**config.mk**
```make
export PLATFORM = sky130hd
export DESIGN_NAME = comparator_control
export DESIGN_NICKNAME = d
export VERILOG_FILES = /design/src/common/cmp_ctrl_pkg.sv /design/src/hdl/comparator_control.sv /design/src/hdl/edge_detect.sv
export SDC_FILE = /design/constraint.sdc
export NUM_CORES = 1
export LEC_CHECK = 0
export BUFFER_PORTS_ARGS = -buffer_cell sky130_fd_sc_hd__buf_2
export CORE_ASPECT_RATIO = 1.25
export CORE_UTILIZATION = 47
export CTS_CLUSTER_SIZE = 25
export DETAILED_ROUTE_END_ITERATION = 10
export GPL_ROUTABILITY_DRIVEN = 0
export PLACE_DENSITY = 0.85
export SYNTH_ARGS = -nofsm -noshare
export SYNTH_HDL_FRONTEND = slang
export SYNTH_SLANG_ARGS = --single-unit
```
**constraint.sdc**
```tcl
create_clock -name clk_i -period 2.33 [get_ports clk_i]
set_input_delay 0.466 -clock clk_i [delete_from_list [all_inputs] [get_ports clk_i]]
set_output_delay 0.466 -clock clk_i [all_outputs]
set_load 0.01 [all_outputs]
```
**src/common/cmp_ctrl_pkg.sv**
```systemverilog
// Operation
// Analog circuit powered only while enable set
// Output enable drives result onto pin
// Invert bit inverts comparator result
// Mode bit: one amplifier, zero comparator
// Matching event sets flag, blocks retriggers
// Result bit shows input compare, inverted option
// Writable bits reset zero, unused read zero
// Amplifier mode keeps result off pin
// Writing zero clears flag and rearms
package cmp_ctrl_pkg;
   // Register map (byte addresses)
   localparam logic [3:0] ADDR_CTRL = 4'h0;
   localparam logic [3:0] ADDR_IRQ_STAT = 4'h4;
   localparam logic [3:0] ADDR_IRQ_MASK = 4'h8;
   // Control field positions
   localparam int BIT_ON = 15;
   localparam int BIT_PIN = 14;
   localparam int BIT_INV = 13;
   localparam int BIT_AMP = 10;
   localparam int BIT_TRIP = 9;
   localparam int BIT_RES = 8;
   localparam int BIT_EDGE_HI = 7;
   localparam int BIT_EDGE_LO = 6;
   localparam int BIT_REF = 4;
   localparam int BIT_CH_HI = 1;
   localparam int BIT_CH_LO = 0;
   // Bits software may write and reset value
   localparam logic [15:0] CTRL_WMASK = 16'hE4D3;
   localparam logic [15:0] CTRL_RST = 16'h0000;
   localparam logic [31:0] WORD_ZERO = 32'h0000_0000;
   // Event polarity encodings
   localparam logic [1:0] EDGE_NONE = 2'h0;
   localparam logic [1:0] EDGE_RISE = 2'h1;
   localparam logic [1:0] EDGE_FALL = 2'h2;
   localparam logic [1:0] EDGE_BOTH = 2'h3;
   // Bus slave states
   typedef enum logic [1:0] {
      BUS_IDLE = 2'b01,
      BUS_ACK  = 2'b10
   } bus_state_t;
endpackage

```
**src/hdl/comparator_control.sv**
```systemverilog
`timescale 1ns/100ps
module comparator_control (
   // Clock, reset, enable
   input  wire logic        clk_i,
   input  wire logic        rst_i,
   input  wire logic        ce_i,
   // Wishbone slave
   input  wire logic        cyc_i,
   input  wire logic        stb_i,
   input  wire logic        we_i,
   input  wire logic [3:0]  adr_i,
   input  wire logic [3:0]  sel_i,
   input  wire logic [31:0] dat_i,
   output logic [31:0]      dat_o,
   output logic             ack_o,
   // Analog front end
   input  wire logic        cmp_raw_i,
   output logic             analog_block_on_o,
   output logic             amplifier_select_o,
   output logic             ref_select_o,
   output logic [1:0]       input_select_o,
   // Pin and interrupt
   output logic             compare_result_pin_o,
   output logic             compare_result_pin_oe_n_o,
   output logic             irq_o
);
   import cmp_ctrl_pkg::*;

   bus_state_t  bus_q;
   logic [15:0] ctrl_q;
   logic        trip_q;
   logic        stat_q;
   logic        mask_q;
   logic        sync1_q;
   logic        sync2_q;
   logic        result_q;
   logic        pin_q;
   logic        pin_en_q;
   logic        hit;
   logic        trip_evt;
   logic        req;
   logic        wr;
   logic        lo_lane;
   logic        hi_lane;
   logic [15:0] ctrl_rd;

   // Bus decode
   assign req = cyc_i & stb_i & (bus_q == BUS_IDLE);
   assign wr = req & we_i;
   assign lo_lane = sel_i[0];
   assign hi_lane = sel_i[1];
   assign ack_o = (bus_q == BUS_ACK);

   // Bus state: one wait state, then ack for a cycle
   always_ff @(posedge clk_i) begin
      if (rst_i) begin
         bus_q <= BUS_IDLE;
      end else if (ce_i) begin
         case (bus_q)
            BUS_IDLE: if (req) bus_q <= BUS_ACK;
            BUS_ACK:  bus_q <= BUS_IDLE;
            default:  bus_q <= BUS_IDLE;
         endcase
      end
   end

   // Pin synchroniser for comparator output
   always_ff @(posedge clk_i) begin
      if (rst_i) begin
         sync1_q <= 1'b0;
         sync2_q <= 1'b0;
      end else if (ce_i) begin
         sync1_q <= cmp_raw_i;
         sync2_q <= sync1_q;
      end
   end

   // Polarity applied, gated by enable and comparator mode
   always_ff @(posedge clk_i) begin
      if (rst_i) begin
         result_q <= 1'b0;
      end else if (ce_i) begin
         result_q <= ctrl_q[BIT_ON] & ~ctrl_q[BIT_AMP] & (sync2_q ^ ctrl_q[BIT_INV]); // see
      end
   end

   // Writable control fields
   always_ff @(posedge clk_i) begin
      if (rst_i) begin
         ctrl_q <= CTRL_RST;
      end else if (ce_i && wr && adr_i == ADDR_CTRL) begin
         if (lo_lane) ctrl_q[7:0] <= dat_i[7:0] & CTRL_WMASK[7:0];
         if (hi_lane) ctrl_q[15:8] <= dat_i[15:8] & CTRL_WMASK[15:8];
      end
   end

   edge_detect edge_detect_i (
      .clk_i  (clk_i),
      .rst_i  (rst_i),
      .ce_i   (ce_i),
      .level_i(result_q),
      .sel_i  (ctrl_q[BIT_EDGE_HI:BIT_EDGE_LO]),
      .hit_o  (hit)
   );

   // A new trip only while armed
   assign trip_evt = hit & ~trip_q;

   // Trip flag: set wins over a clearing write
   always_ff @(posedge clk_i) begin
      if (rst_i) begin
         trip_q <= 1'b0;
      end else if (ce_i) begin
         if (trip_evt) begin
            trip_q <= 1'b1;
         end else if (wr && adr_i == ADDR_CTRL && hi_lane && !dat_i[BIT_TRIP]) begin
            trip_q <= 1'b0;
         end
      end
   end

   // Interrupt status, write one to clear, set wins
   always_ff @(posedge clk_i) begin
      if (rst_i) begin
         stat_q <= 1'b0;
      end else if (ce_i) begin
         if (trip_evt) begin
            stat_q <= 1'b1;
         end else if (wr && adr_i == ADDR_IRQ_STAT && lo_lane && dat_i[0]) begin
            stat_q <= 1'b0;
         end
      end
   end

   // Interrupt mask
   always_ff @(posedge clk_i) begin
      if (rst_i) begin
         mask_q <= 1'b0;
      end else if (ce_i && wr && adr_i == ADDR_IRQ_MASK && lo_lane) begin
         mask_q <= dat_i[0];
      end
   end

   assign irq_o = stat_q & mask_q;

   // Pin drive, off in amplifier mode
   always_ff @(posedge clk_i) begin
      if (rst_i) begin
         pin_q <= 1'b0;
         pin_en_q <= 1'b0;
      end else if (ce_i) begin
         pin_q <= result_q;
         pin_en_q <= ctrl_q[BIT_ON] & ctrl_q[BIT_PIN] & ~ctrl_q[BIT_AMP]; // see
      end
   end

   assign compare_result_pin_o = pin_q & pin_en_q;
   assign compare_result_pin_oe_n_o = ~pin_en_q;

   // Analog controls
   assign analog_block_on_o = ctrl_q[BIT_ON];
   assign amplifier_select_o = ctrl_q[BIT_AMP];
   assign ref_select_o = ctrl_q[BIT_REF];
   assign input_select_o = ctrl_q[BIT_CH_HI:BIT_CH_LO];

   // Readback view, unused bits zero
   always_comb begin
      ctrl_rd = ctrl_q;
      ctrl_rd[BIT_TRIP] = trip_q;
      ctrl_rd[BIT_RES] = result_q;
   end

   // Read data register
   always_ff @(posedge clk_i) begin
      if (rst_i) begin
         dat_o <= WORD_ZERO;
      end else if (ce_i && req) begin
         if (adr_i == ADDR_CTRL) begin
            dat_o <= {16'h0000, ctrl_rd};
         end else if (adr_i == ADDR_IRQ_STAT) begin
            dat_o <= {31'h0000_0000, stat_q};
         end else if (adr_i == ADDR_IRQ_MASK) begin
            dat_o <= {31'h0000_0000, mask_q};
         end else begin
            dat_o <= WORD_ZERO;
         end
      end
   end

   // Checks on pin drive and mode

   // Pin released in amplifier mode
   AST_PIN_OFF_AMP: assert property (@(posedge clk_i) disable iff (rst_i)
      ce_i && ctrl_q[BIT_AMP] |=> compare_result_pin_oe_n_o)
      else $error("pin driven in amplifier mode");

   // Pin driven when enabled in comparator mode
   AST_PIN_EN: assert property (@(posedge clk_i) disable iff (rst_i)
      ce_i && ctrl_q[BIT_ON] && ctrl_q[BIT_PIN] && !ctrl_q[BIT_AMP] |=> !compare_result_pin_oe_n_o)
      else $error("pin not driven when enabled");

   // Pin carries the result one cycle later
   AST_PIN_FOLLOW: assert property (@(posedge clk_i) disable iff (rst_i)
      ce_i && ctrl_q[BIT_ON] && ctrl_q[BIT_PIN] && !ctrl_q[BIT_AMP] |=> compare_result_pin_o == $past(result_q))
      else $error("pin value wrong");

   // Polarity applied to the synchronised level
   AST_INVERT: assert property (@(posedge clk_i) disable iff (rst_i)
      ce_i && ctrl_q[BIT_ON] && !ctrl_q[BIT_AMP] |=> result_q == ($past(sync2_q) ^ $past(ctrl_q[BIT_INV])))
      else $error("result polarity wrong");

   // Result bit reads back the registered result
   AST_RESULT_READ: assert property (@(posedge clk_i) disable iff (rst_i)
      ce_i && req && adr_i == ADDR_CTRL |=> dat_o[BIT_RES] == $past(result_q))
      else $error("result readback wrong");

   // Result held low while the block is off
   AST_ON_OUT: assert property (@(posedge clk_i) disable iff (rst_i)
      ce_i && !ctrl_q[BIT_ON] |=> !result_q)
      else $error("enable not honoured");

   // No comparator result in amplifier mode
   AST_MODE: assert property (@(posedge clk_i) disable iff (rst_i)
      ce_i && amplifier_select_o |=> !result_q)
      else $error("comparator active in amplifier mode");

   // Checks on the trip flag and interrupt

   // Set flag held, no new interrupt while set
   AST_TRIP_HOLD: assert property (@(posedge clk_i) disable iff (rst_i)
      trip_q && !(wr && adr_i == ADDR_CTRL) |=> trip_q && !$rose(stat_q))
      else $error("trip flag dropped");

   // Interrupt status cannot rise while flag set
   AST_STAT_BLOCKED: assert property (@(posedge clk_i) disable iff (rst_i)
      ce_i && trip_q |=> !$rose(stat_q))
      else $error("interrupt raised while blocked");

   // Matching edge while armed sets flag and status
   AST_TRIP_SET: assert property (@(posedge clk_i) disable iff (rst_i)
      ce_i && hit && !trip_q |=> trip_q && stat_q)
      else $error("trip not recorded");

   // Writing zero to the flag clears it
   AST_TRIP_CLR: assert property (@(posedge clk_i) disable iff (rst_i)
      ce_i && wr && adr_i == ADDR_CTRL && hi_lane && !dat_i[BIT_TRIP] && !trip_evt |=> !trip_q)
      else $error("trip flag not cleared");

   // Writing one to status clears it
   AST_STAT_CLR: assert property (@(posedge clk_i) disable iff (rst_i)
      ce_i && wr && adr_i == ADDR_IRQ_STAT && lo_lane && dat_i[0] && !trip_evt |=> !stat_q)
      else $error("status not cleared");

   // Mask takes the written bit
   AST_MASK_WR: assert property (@(posedge clk_i) disable iff (rst_i)
      ce_i && wr && adr_i == ADDR_IRQ_MASK && lo_lane |=> mask_q == $past(dat_i[0]))
      else $error("mask write lost");

   // Checks on registers and the bus

   // Low byte keeps only writable bits
   AST_CTRL_WR_LO: assert property (@(posedge clk_i) disable iff (rst_i)
      ce_i && wr && adr_i == ADDR_CTRL && lo_lane |=> ctrl_q[7:0] == ($past(dat_i[7:0]) & CTRL_WMASK[7:0]))
      else $error("low byte write wrong");

   // High byte keeps only writable bits
   AST_CTRL_WR_HI: assert property (@(posedge clk_i) disable iff (rst_i)
      ce_i && wr && adr_i == ADDR_CTRL && hi_lane |=> ctrl_q[15:8] == ($past(dat_i[15:8]) & CTRL_WMASK[15:8]))
      else $error("high byte write wrong");

   // Unused read bits 31:16 and 12:11 stay zero
   AST_UNUSED: assert property (@(posedge clk_i) disable iff (rst_i)
      dat_o[31:16] == 16'h0000 && dat_o[12:11] == 2'h0)
      else $error("unused bits nonzero");

   // Unmapped places read zero
   AST_UNMAPPED: assert property (@(posedge clk_i) disable iff (rst_i)
      ce_i && req && adr_i != ADDR_CTRL && adr_i != ADDR_IRQ_STAT && adr_i != ADDR_IRQ_MASK |=> dat_o == WORD_ZERO)
      else $error("unmapped read nonzero");

   // Read data holds between requests
   AST_DAT_HOLD: assert property (@(posedge clk_i) disable iff (rst_i)
      ce_i && !req |=> $stable(dat_o))
      else $error("read data changed");

   // Taken request answered in the next cycle
   AST_ACK_AFTER_REQ: assert property (@(posedge clk_i) disable iff (rst_i)
      ce_i && req |=> ack_o)
      else $error("request not answered");

   // No answer without a request
   AST_NO_ACK_IDLE: assert property (@(posedge clk_i) disable iff (rst_i)
      ce_i && !ack_o && !req |=> !ack_o)
      else $error("ack without request");

   // Ack lasts one running cycle
   AST_ACK: assert property (@(posedge clk_i) disable iff (rst_i)
      ce_i && ack_o |=> !ack_o)
      else $error("ack longer than one cycle");

   // Low clock enable freezes register state
   AST_FREEZE: assert property (@(posedge clk_i) disable iff (rst_i)
      !ce_i |=> $stable(ctrl_q) && $stable(trip_q) && $stable(stat_q) && $stable(mask_q))
      else $error("state changed while frozen");

   // Main scenarios reached
   COV_TRIP: cover property (@(posedge clk_i) disable iff (rst_i) trip_evt);
   COV_IRQ: cover property (@(posedge clk_i) disable iff (rst_i) irq_o);
   COV_PIN: cover property (@(posedge clk_i) disable iff (rst_i) !compare_result_pin_oe_n_o && compare_result_pin_o);
   COV_AMP: cover property (@(posedge clk_i) disable iff (rst_i) ce_i && amplifier_select_o);
   COV_READ: cover property (@(posedge clk_i) disable iff (rst_i) ack_o && !we_i);
endmodule

```
**src/hdl/edge_detect.sv**
```systemverilog
`timescale 1ns/100ps
module edge_detect (
   // Clock and reset
   input  wire logic       clk_i,
   input  wire logic       rst_i,
   input  wire logic       ce_i,
   // Level and edge selection
   input  wire logic       level_i,
   input  wire logic [1:0] sel_i,
   // Matching edge pulse
   output logic            hit_o
);
   import cmp_ctrl_pkg::*;
   logic prev_q;
   logic rise;
   logic fall;

   // Previous level
   always_ff @(posedge clk_i) begin
      if (rst_i) begin
         prev_q <= 1'b0;
      end else if (ce_i) begin
         prev_q <= level_i;
      end
   end

   // Edge selection
   assign rise = level_i & ~prev_q;
   assign fall = ~level_i & prev_q;
   always_comb begin
      case (sel_i)
         EDGE_RISE: hit_o = rise;
         EDGE_FALL: hit_o = fall;
         EDGE_BOTH: hit_o = rise | fall;
         default:   hit_o = 1'b0;
      endcase
   end
endmodule

```
==> flow_summary.ini, run 1 <==
[yosys]
muxShareOfSynthArea_pct = 8.39
synthesis.area_sq_um = 1550
synth_cells = 182
synth_top_family_by_area = simple AND/OR/NAND/NOR gates
syn-mean-instance-area_sq_um = 8.52
synth-xor-area-share_pct = 0.565
synthFlopType = dfxtp_1
ys_warn_count = 0
synthAdderAreaFrac_pct = 1.61
synth_edf_count = 0
ys_seq_area_share_pct = 38.7
synth-simple-area-share_pct = 23.3
async_flop_share_pct = 0
synth_cell_type_count = 37
synth_compound_area_share_pct = 11.7
ys_ff_latch = 30

[route]
drc = 0
routed_wl_mm = 3.44
num_vias = 1384
wl_per_cell_um = 13.4
antenna_left = 0
viasPerCell = 5.39
drtPass1Iterations = 4
drt_iter0_drc = 49

[final_layout]
regArea_sq_um = 601
area_delta_synth_final_pct = 12.9
drive_above_1_share_pct = 25.3
insertedDiodeCount = 0
multi_input_comb_area_sq_um = 786
fillers = 296
final_area_sq_um = 1750
fin_nets = 269

[clock_tree]
cts.sinks = 30
cts_buffers = 5
clkTransAtPathRegs_ns = 0.09
tritoncts = yes
post_cts_resized = 0
post_cts.repair.setup_buffers = 0
htreeDepth = 2
clockBufferDepth = 2
cts_root_buf = clkbuf_4
clk_latency_ns = 0.33
hold_buffers = 0

[timing]
slew_headroom_pct = 55.4
skew_ns = 0.00630
slew_violations = 0
whs_ns = 0.372
finalSetupViolCount = 0
fin_tns_setup_ns = 0
rsz0062_at_grt = false
hold_viol = 0
post-route-period-util_pct = 63.0
tightest_slew_ns = 0.668
max_clock_freq_ghz = 0.681
fin_crit_ns = 1.47

[pwr]
power_density_nw_per_um2 = 534
p_leak_nw = 0.760
vdd_ir_drop_max_mv = 0.387

[critical_path]
path_class = reg2out
reg2reg_depth = 5
setup.worst_path.start_class = register
crit_path_end_kind = output pin
cp_max_fo = 3
arrival_ns = 1.00
cp_data_required_time_ns = 1.86

[global_routing]
grtUsageTotal_pct = 21.4
grt_pass1_wl_mm = 5.46
grt_max_degree = 23
antenna_found_initial = 0
grt_overflow = 0
grt_pass1_vias = 1234

[floorplanning]
pin_count = 88
die_y_um = 66.2
die_x_um = 53.4
core-area_sq_um = 3030
start_util_pct = 51.2
rows = 22
die_area_sq_um = 3530

[place]
portBuffers = 42
dpl-instance-area_sq_um = 1690
hpwl_mm = 2.45

[worst_hold_path]
hold_depth = 3
hold_path.class = in2reg

[status]
status = finished clean

[run]
cap_violations = 0
==> critical path, stage by stage (launching register included) <==
cell     delay, ns
dfxtp_1       0.37
inv_1         0.10
nor2_1        0.08
buf_2         0.13
==> state kept, by name, indices dropped and copies added, names as in the netlist <==
register / count
trip_q: 1
sync1_q: 1
result_q: 1
pin_q: 1
dat_o: 11
mask_q: 1
ctrl_q: 9
stat_q: 1
pin_en_q: 1
sync2_q: 1
bus_q: 2
==> routing by layer <==
| metal | share of wire (%) | up-vias | track usage, % | wire length, um |
|---|---|---|---|---|
| met4 | 2.2 | 0 | 10.2 | 77 |
| met5 | 0 | - | 0 | 0 |
| met2 | 50 | 64 | 35.6 | 1710 |
| li1 | - | 666 | - | - |
| met3 | 6.8 | 7 | 4.83 | 233 |
| met1 | 41 | 647 | 25.2 | 1420 |
==> synth_stat cells, types with 2 or more instances <==
library cell / instances / area [sq um]
buf_4: 23 / 173
mux2i_1: 13 / 130
inv_1: 5 / 18.8
dfxtp_1: 30 / 601
nor2_1: 4 / 15.0
nand3_1: 2 / 10.0
nand2_1: 24 / 90.1
nor2b_1: 2 / 12.5
clkbuf_1: 9 / 33.8
ha_1: 2 / 25.0
buf_2: 2 / 10.0
and2_1: 2 / 12.5
nand4_1: 11 / 68.8
o21ai_0: 10 / 50.1
a21oi_1: 14 / 70.1
nand2b_1: 6 / 37.5
and4_1: 2 / 17.5
nand3b_1: 2 / 15.0
==> area by class of cell <==
cell class                 count  area share, %
multi-input combinational    132           44.9
sequential                    30           34.3
timing repair buffer          46           13.7
clock buffer                   7           3.15
tap                           36           2.57
inverter                       5           1.07
clock inverter                 1          0.286
==> final timing paths <==
check	from	endpoint	slack, ns
hold / removal	dat_i[1]	ctrl_q[1]	0.37
hold reg to reg	pin_en_q	pin_en_q	0.48
setup / recovery	pin_q	compare_result_pin_o	0.86
setup reg to reg	pin_q	stat_q	0.92
==> where the power goes <==
group,switching (mW),internal (mW)
Combinational,0.0669,0.0309
Clock,0.172,0.146
Sequential,0.00248,0.516
==> layout by cell type, fill, tap and decap left out, types with 4 or more instances in the layout <==
cell       n
nor2_1     4
clkbuf_4   5
conb_1    21
dfxtp_1   30
nand2b_1   6
mux2i_1   13
a21oi_1   14
buf_2     42
nand4_1   11
nand2_1   24
o21ai_0   10
buf_4      4
inv_1      5
==> cell families after synthesis <==
group,Yosys count
adder cells (fa/ha/maj),2
AO/OA/AOI/OAI,31
other,1
flip-flops,30
multiplexers,13
XOR/XNOR,1
buffers and inverters,40
AND/OR/NAND/NOR,64
==> stage by stage <==
stage | setup WS (ns) | cells | util [%] | power [mW]
after floorplan | 0.740 | 202 | - | 0.617
after global placement | 0.599 | 249 | 55.8 | 0.623
after detailed placement | 0.591 | 249 | 55.8 | 0.626
after CTS | 0.849 | 257 | 57.8 | 0.934
after global routing | 0.807 | 257 | 57.8 | 0.970
final | 0.862 | 257 | 57.8 | 0.934
Note: power is estimated with default switching activity, not from simulation.
==> run 2, diff against run 1 <==
- ABC_AREA: default -> 1
- CORE_UTILIZATION: 47 -> 44
- PLACE_DENSITY: 0.85 -> 0.79
- clock period: 2.33 -> 1.4 ns (I/O delays scaled with it)
==> flow_summary.ini, run 2 <==
[global_routing]
grtUsageTotal_pct = 18.5
grt_pass1_vias = 1329
grt_pass1_wl_mm = 5.67
grt_max_degree = 17
grt_overflow = 0
antenna_found_initial = 0

[place]
portBuffers = 42
hpwl_mm = 2.35

[status]
status = finished clean

[yosys]
ys_seq_area_share_pct = 37.4
ys_warn_count = 0
synth_cells = 218
muxShareOfSynthArea_pct = 0
yosysMostFrequentCell = nor2_1
synth_edf_count = 0
synthAdderAreaFrac_pct = 1.56
synth-xor-area-share_pct = 0.546
synth_common_cells = nor2_1, nand2_1, dfxtp_1, buf_4, nand3_1
synthesis.area_sq_um = 1610
synth-simple-area-share_pct = 32.3
synth_top_family_by_area = simple AND/OR/NAND/NOR gates
synth_cell_type_count = 26
synth_area_leader_cell = dfxtp_1
syn-mean-instance-area_sq_um = 7.36
synth_top_area_share_pct = 37.4
yosys-top-cells-area = dfxtp_1, buf_4, nor2_1
async_flop_share_pct = 0
synth_compound_area_share_pct = 8.57
synthFlopType = dfxtp_1
ys_ff_latch = 30

[route]
antenna_left = 0
viasPerCell = 4.73
routed_wl_mm = 3.24
wl_per_cell_um = 10.7
num_vias = 1433
drt_iter0_drc = 32
drtPass1Iterations = 4
drc = 0

[final_layout]
fin_nets = 313
insertedDiodeCount = 0
final_cell_mix = buf_2, nor2_1, nand2_1
regMostFlops = dat_o
drive_above_1_share_pct = 26.5
largest_register_ffs = 11
top_regs = dat_o x11, ctrl_q x9, bus_q x2
area_delta_synth_final_pct = 17.2
layout_commonest_cell = buf_2

[floorplanning]
die_x_um = 56.0
rows = 24
core-area_sq_um = 3480
start_util_pct = 46.1
die_area_sq_um = 3900
pin_count = 88
die_y_um = 69.5

[critical_path]
path_class = reg2out
setup.worst_path.start_class = register
cp_data_required_time_ns = 1.12
arrival_ns = 0.99
crit_path_end_kind = output pin
cp_max_fo = 3

[clock_tree]
tritoncts = yes
htreeDepth = 2
cts_buffers = 5
cts.sinks = 30
clkTransAtPathRegs_ns = 0.06
clockBufferDepth = 2
cts_root_buf = clkbuf_8
clk_latency_ns = 0.28
hold_buffers = 0

[pwr]
p_leak_nw = 0.896
power_density_nw_per_um2 = 1020
share_comb_of_total_power_pct = 9.4
power_mw = 1.92
power_frac_seq_pct = 45.4
clockPowerShare_pct = 45.3
swShare_pct = 22.3
vdd_ir_drop_max_mv = 0.848
p_int_mw = 1.49
p_sw_uw = 428

[timing]
skew_ns = 0.00493
fin_crit_ns = 1.27
post-route-period-util_pct = 90.9
max_clock_freq_ghz = 0.786
hold_viol = 0
finalSetupViolCount = 0
fin_tns_setup_ns = 0
slew_violations = 0
rsz0062_at_grt = false

[run]
cap_violations = 0

[worst_hold_path]
hold_path.class = in2reg
-- run 2: worst max-delay path, stage by stage, from the launching register on --
cell and delay [ns]:
dfxtp_1 0.40, inv_1 0.10, nor2_1 0.09, buf_2 0.13
-- run 2: power groups by stage --
stage | clock (mW) | combinational, mW | sequential (mW)
after floorplan | 0 | 0.162 | 0.889
after global placement | 0 | 0.176 | 0.890
after detailed placement | 0 | 0.178 | 0.890
after CTS | 0.893 | 0.181 | 0.871
after global routing | 0.926 | 0.204 | 0.872
final | 0.870 | 0.180 | 0.871
-- run 2: cell type report --
class                      instances  area (sq um)
clock buffer                       6          82.6
clock inverter                     1          30.0
fill                             363          1600
inverter                          22          87.6
multi-input combinational        156           769
sequential                        30           601
tap                               39          48.8
timing repair buffer              49           263
-- run 2: layer usage --
layer | wire, um | GRT usage [%] | share of wire (%)
met2 | 1670 | 32.4 | 51
met4 | 42 | 6.78 | 1.3
met1 | 1350 | 20.7 | 42
met5 | 0 | 0 | 0
met3 | 182 | 5.97 | 5.6
-- run 2: cell families after synthesis --
| group | Yosys count |
|---|---|
| AOI/OAI and AO/OA | 27 |
| xor gates and xnor gates | 1 |
| adders and majority gates | 2 |
| buffers and inverters | 52 |
| DFF | 30 |
| other | 1 |
| and+or+nand+nor | 105 |
-- run 2: path summary, 6_finish.rpt --
| check | slack (ns) | from | depth (start not counted) | end |
|---|---|---|---|---|
| min | 0.22 | dat_i[15] | 3 | ctrl_q[15] |
| max reg2reg | 0.16 | bus_q[0] | 7 | ctrl_q[14] |
| min reg2reg | 0.46 | dat_o[4] | 2 | dat_o[4] |
| max | 0.13 | bus_q[1] | 3 | ack_o |
-- run 2: metrics by stage --
stage	worst slack (ns)	utilization [%]	hold WS, ns	cells	cell area [sq um]
global placement	0.139	50.8	0.452	296	1770
floorplan	0.285	-	0.415	238	1680
finish	0.128	54.0	0.221	303	1880
global route	0.0201	54.0	0.213	303	1880
CTS	0.105	54.0	0.216	303	1880
detailed placement	0.0932	50.8	0.457	296	1770
-- run 2: timing repair --
action | 4_1_cts | 5_1_grt
resized for setup | 0 | 0
buffers inserted | 0 | 0
endpoints found under the setup margin | 0 | 1
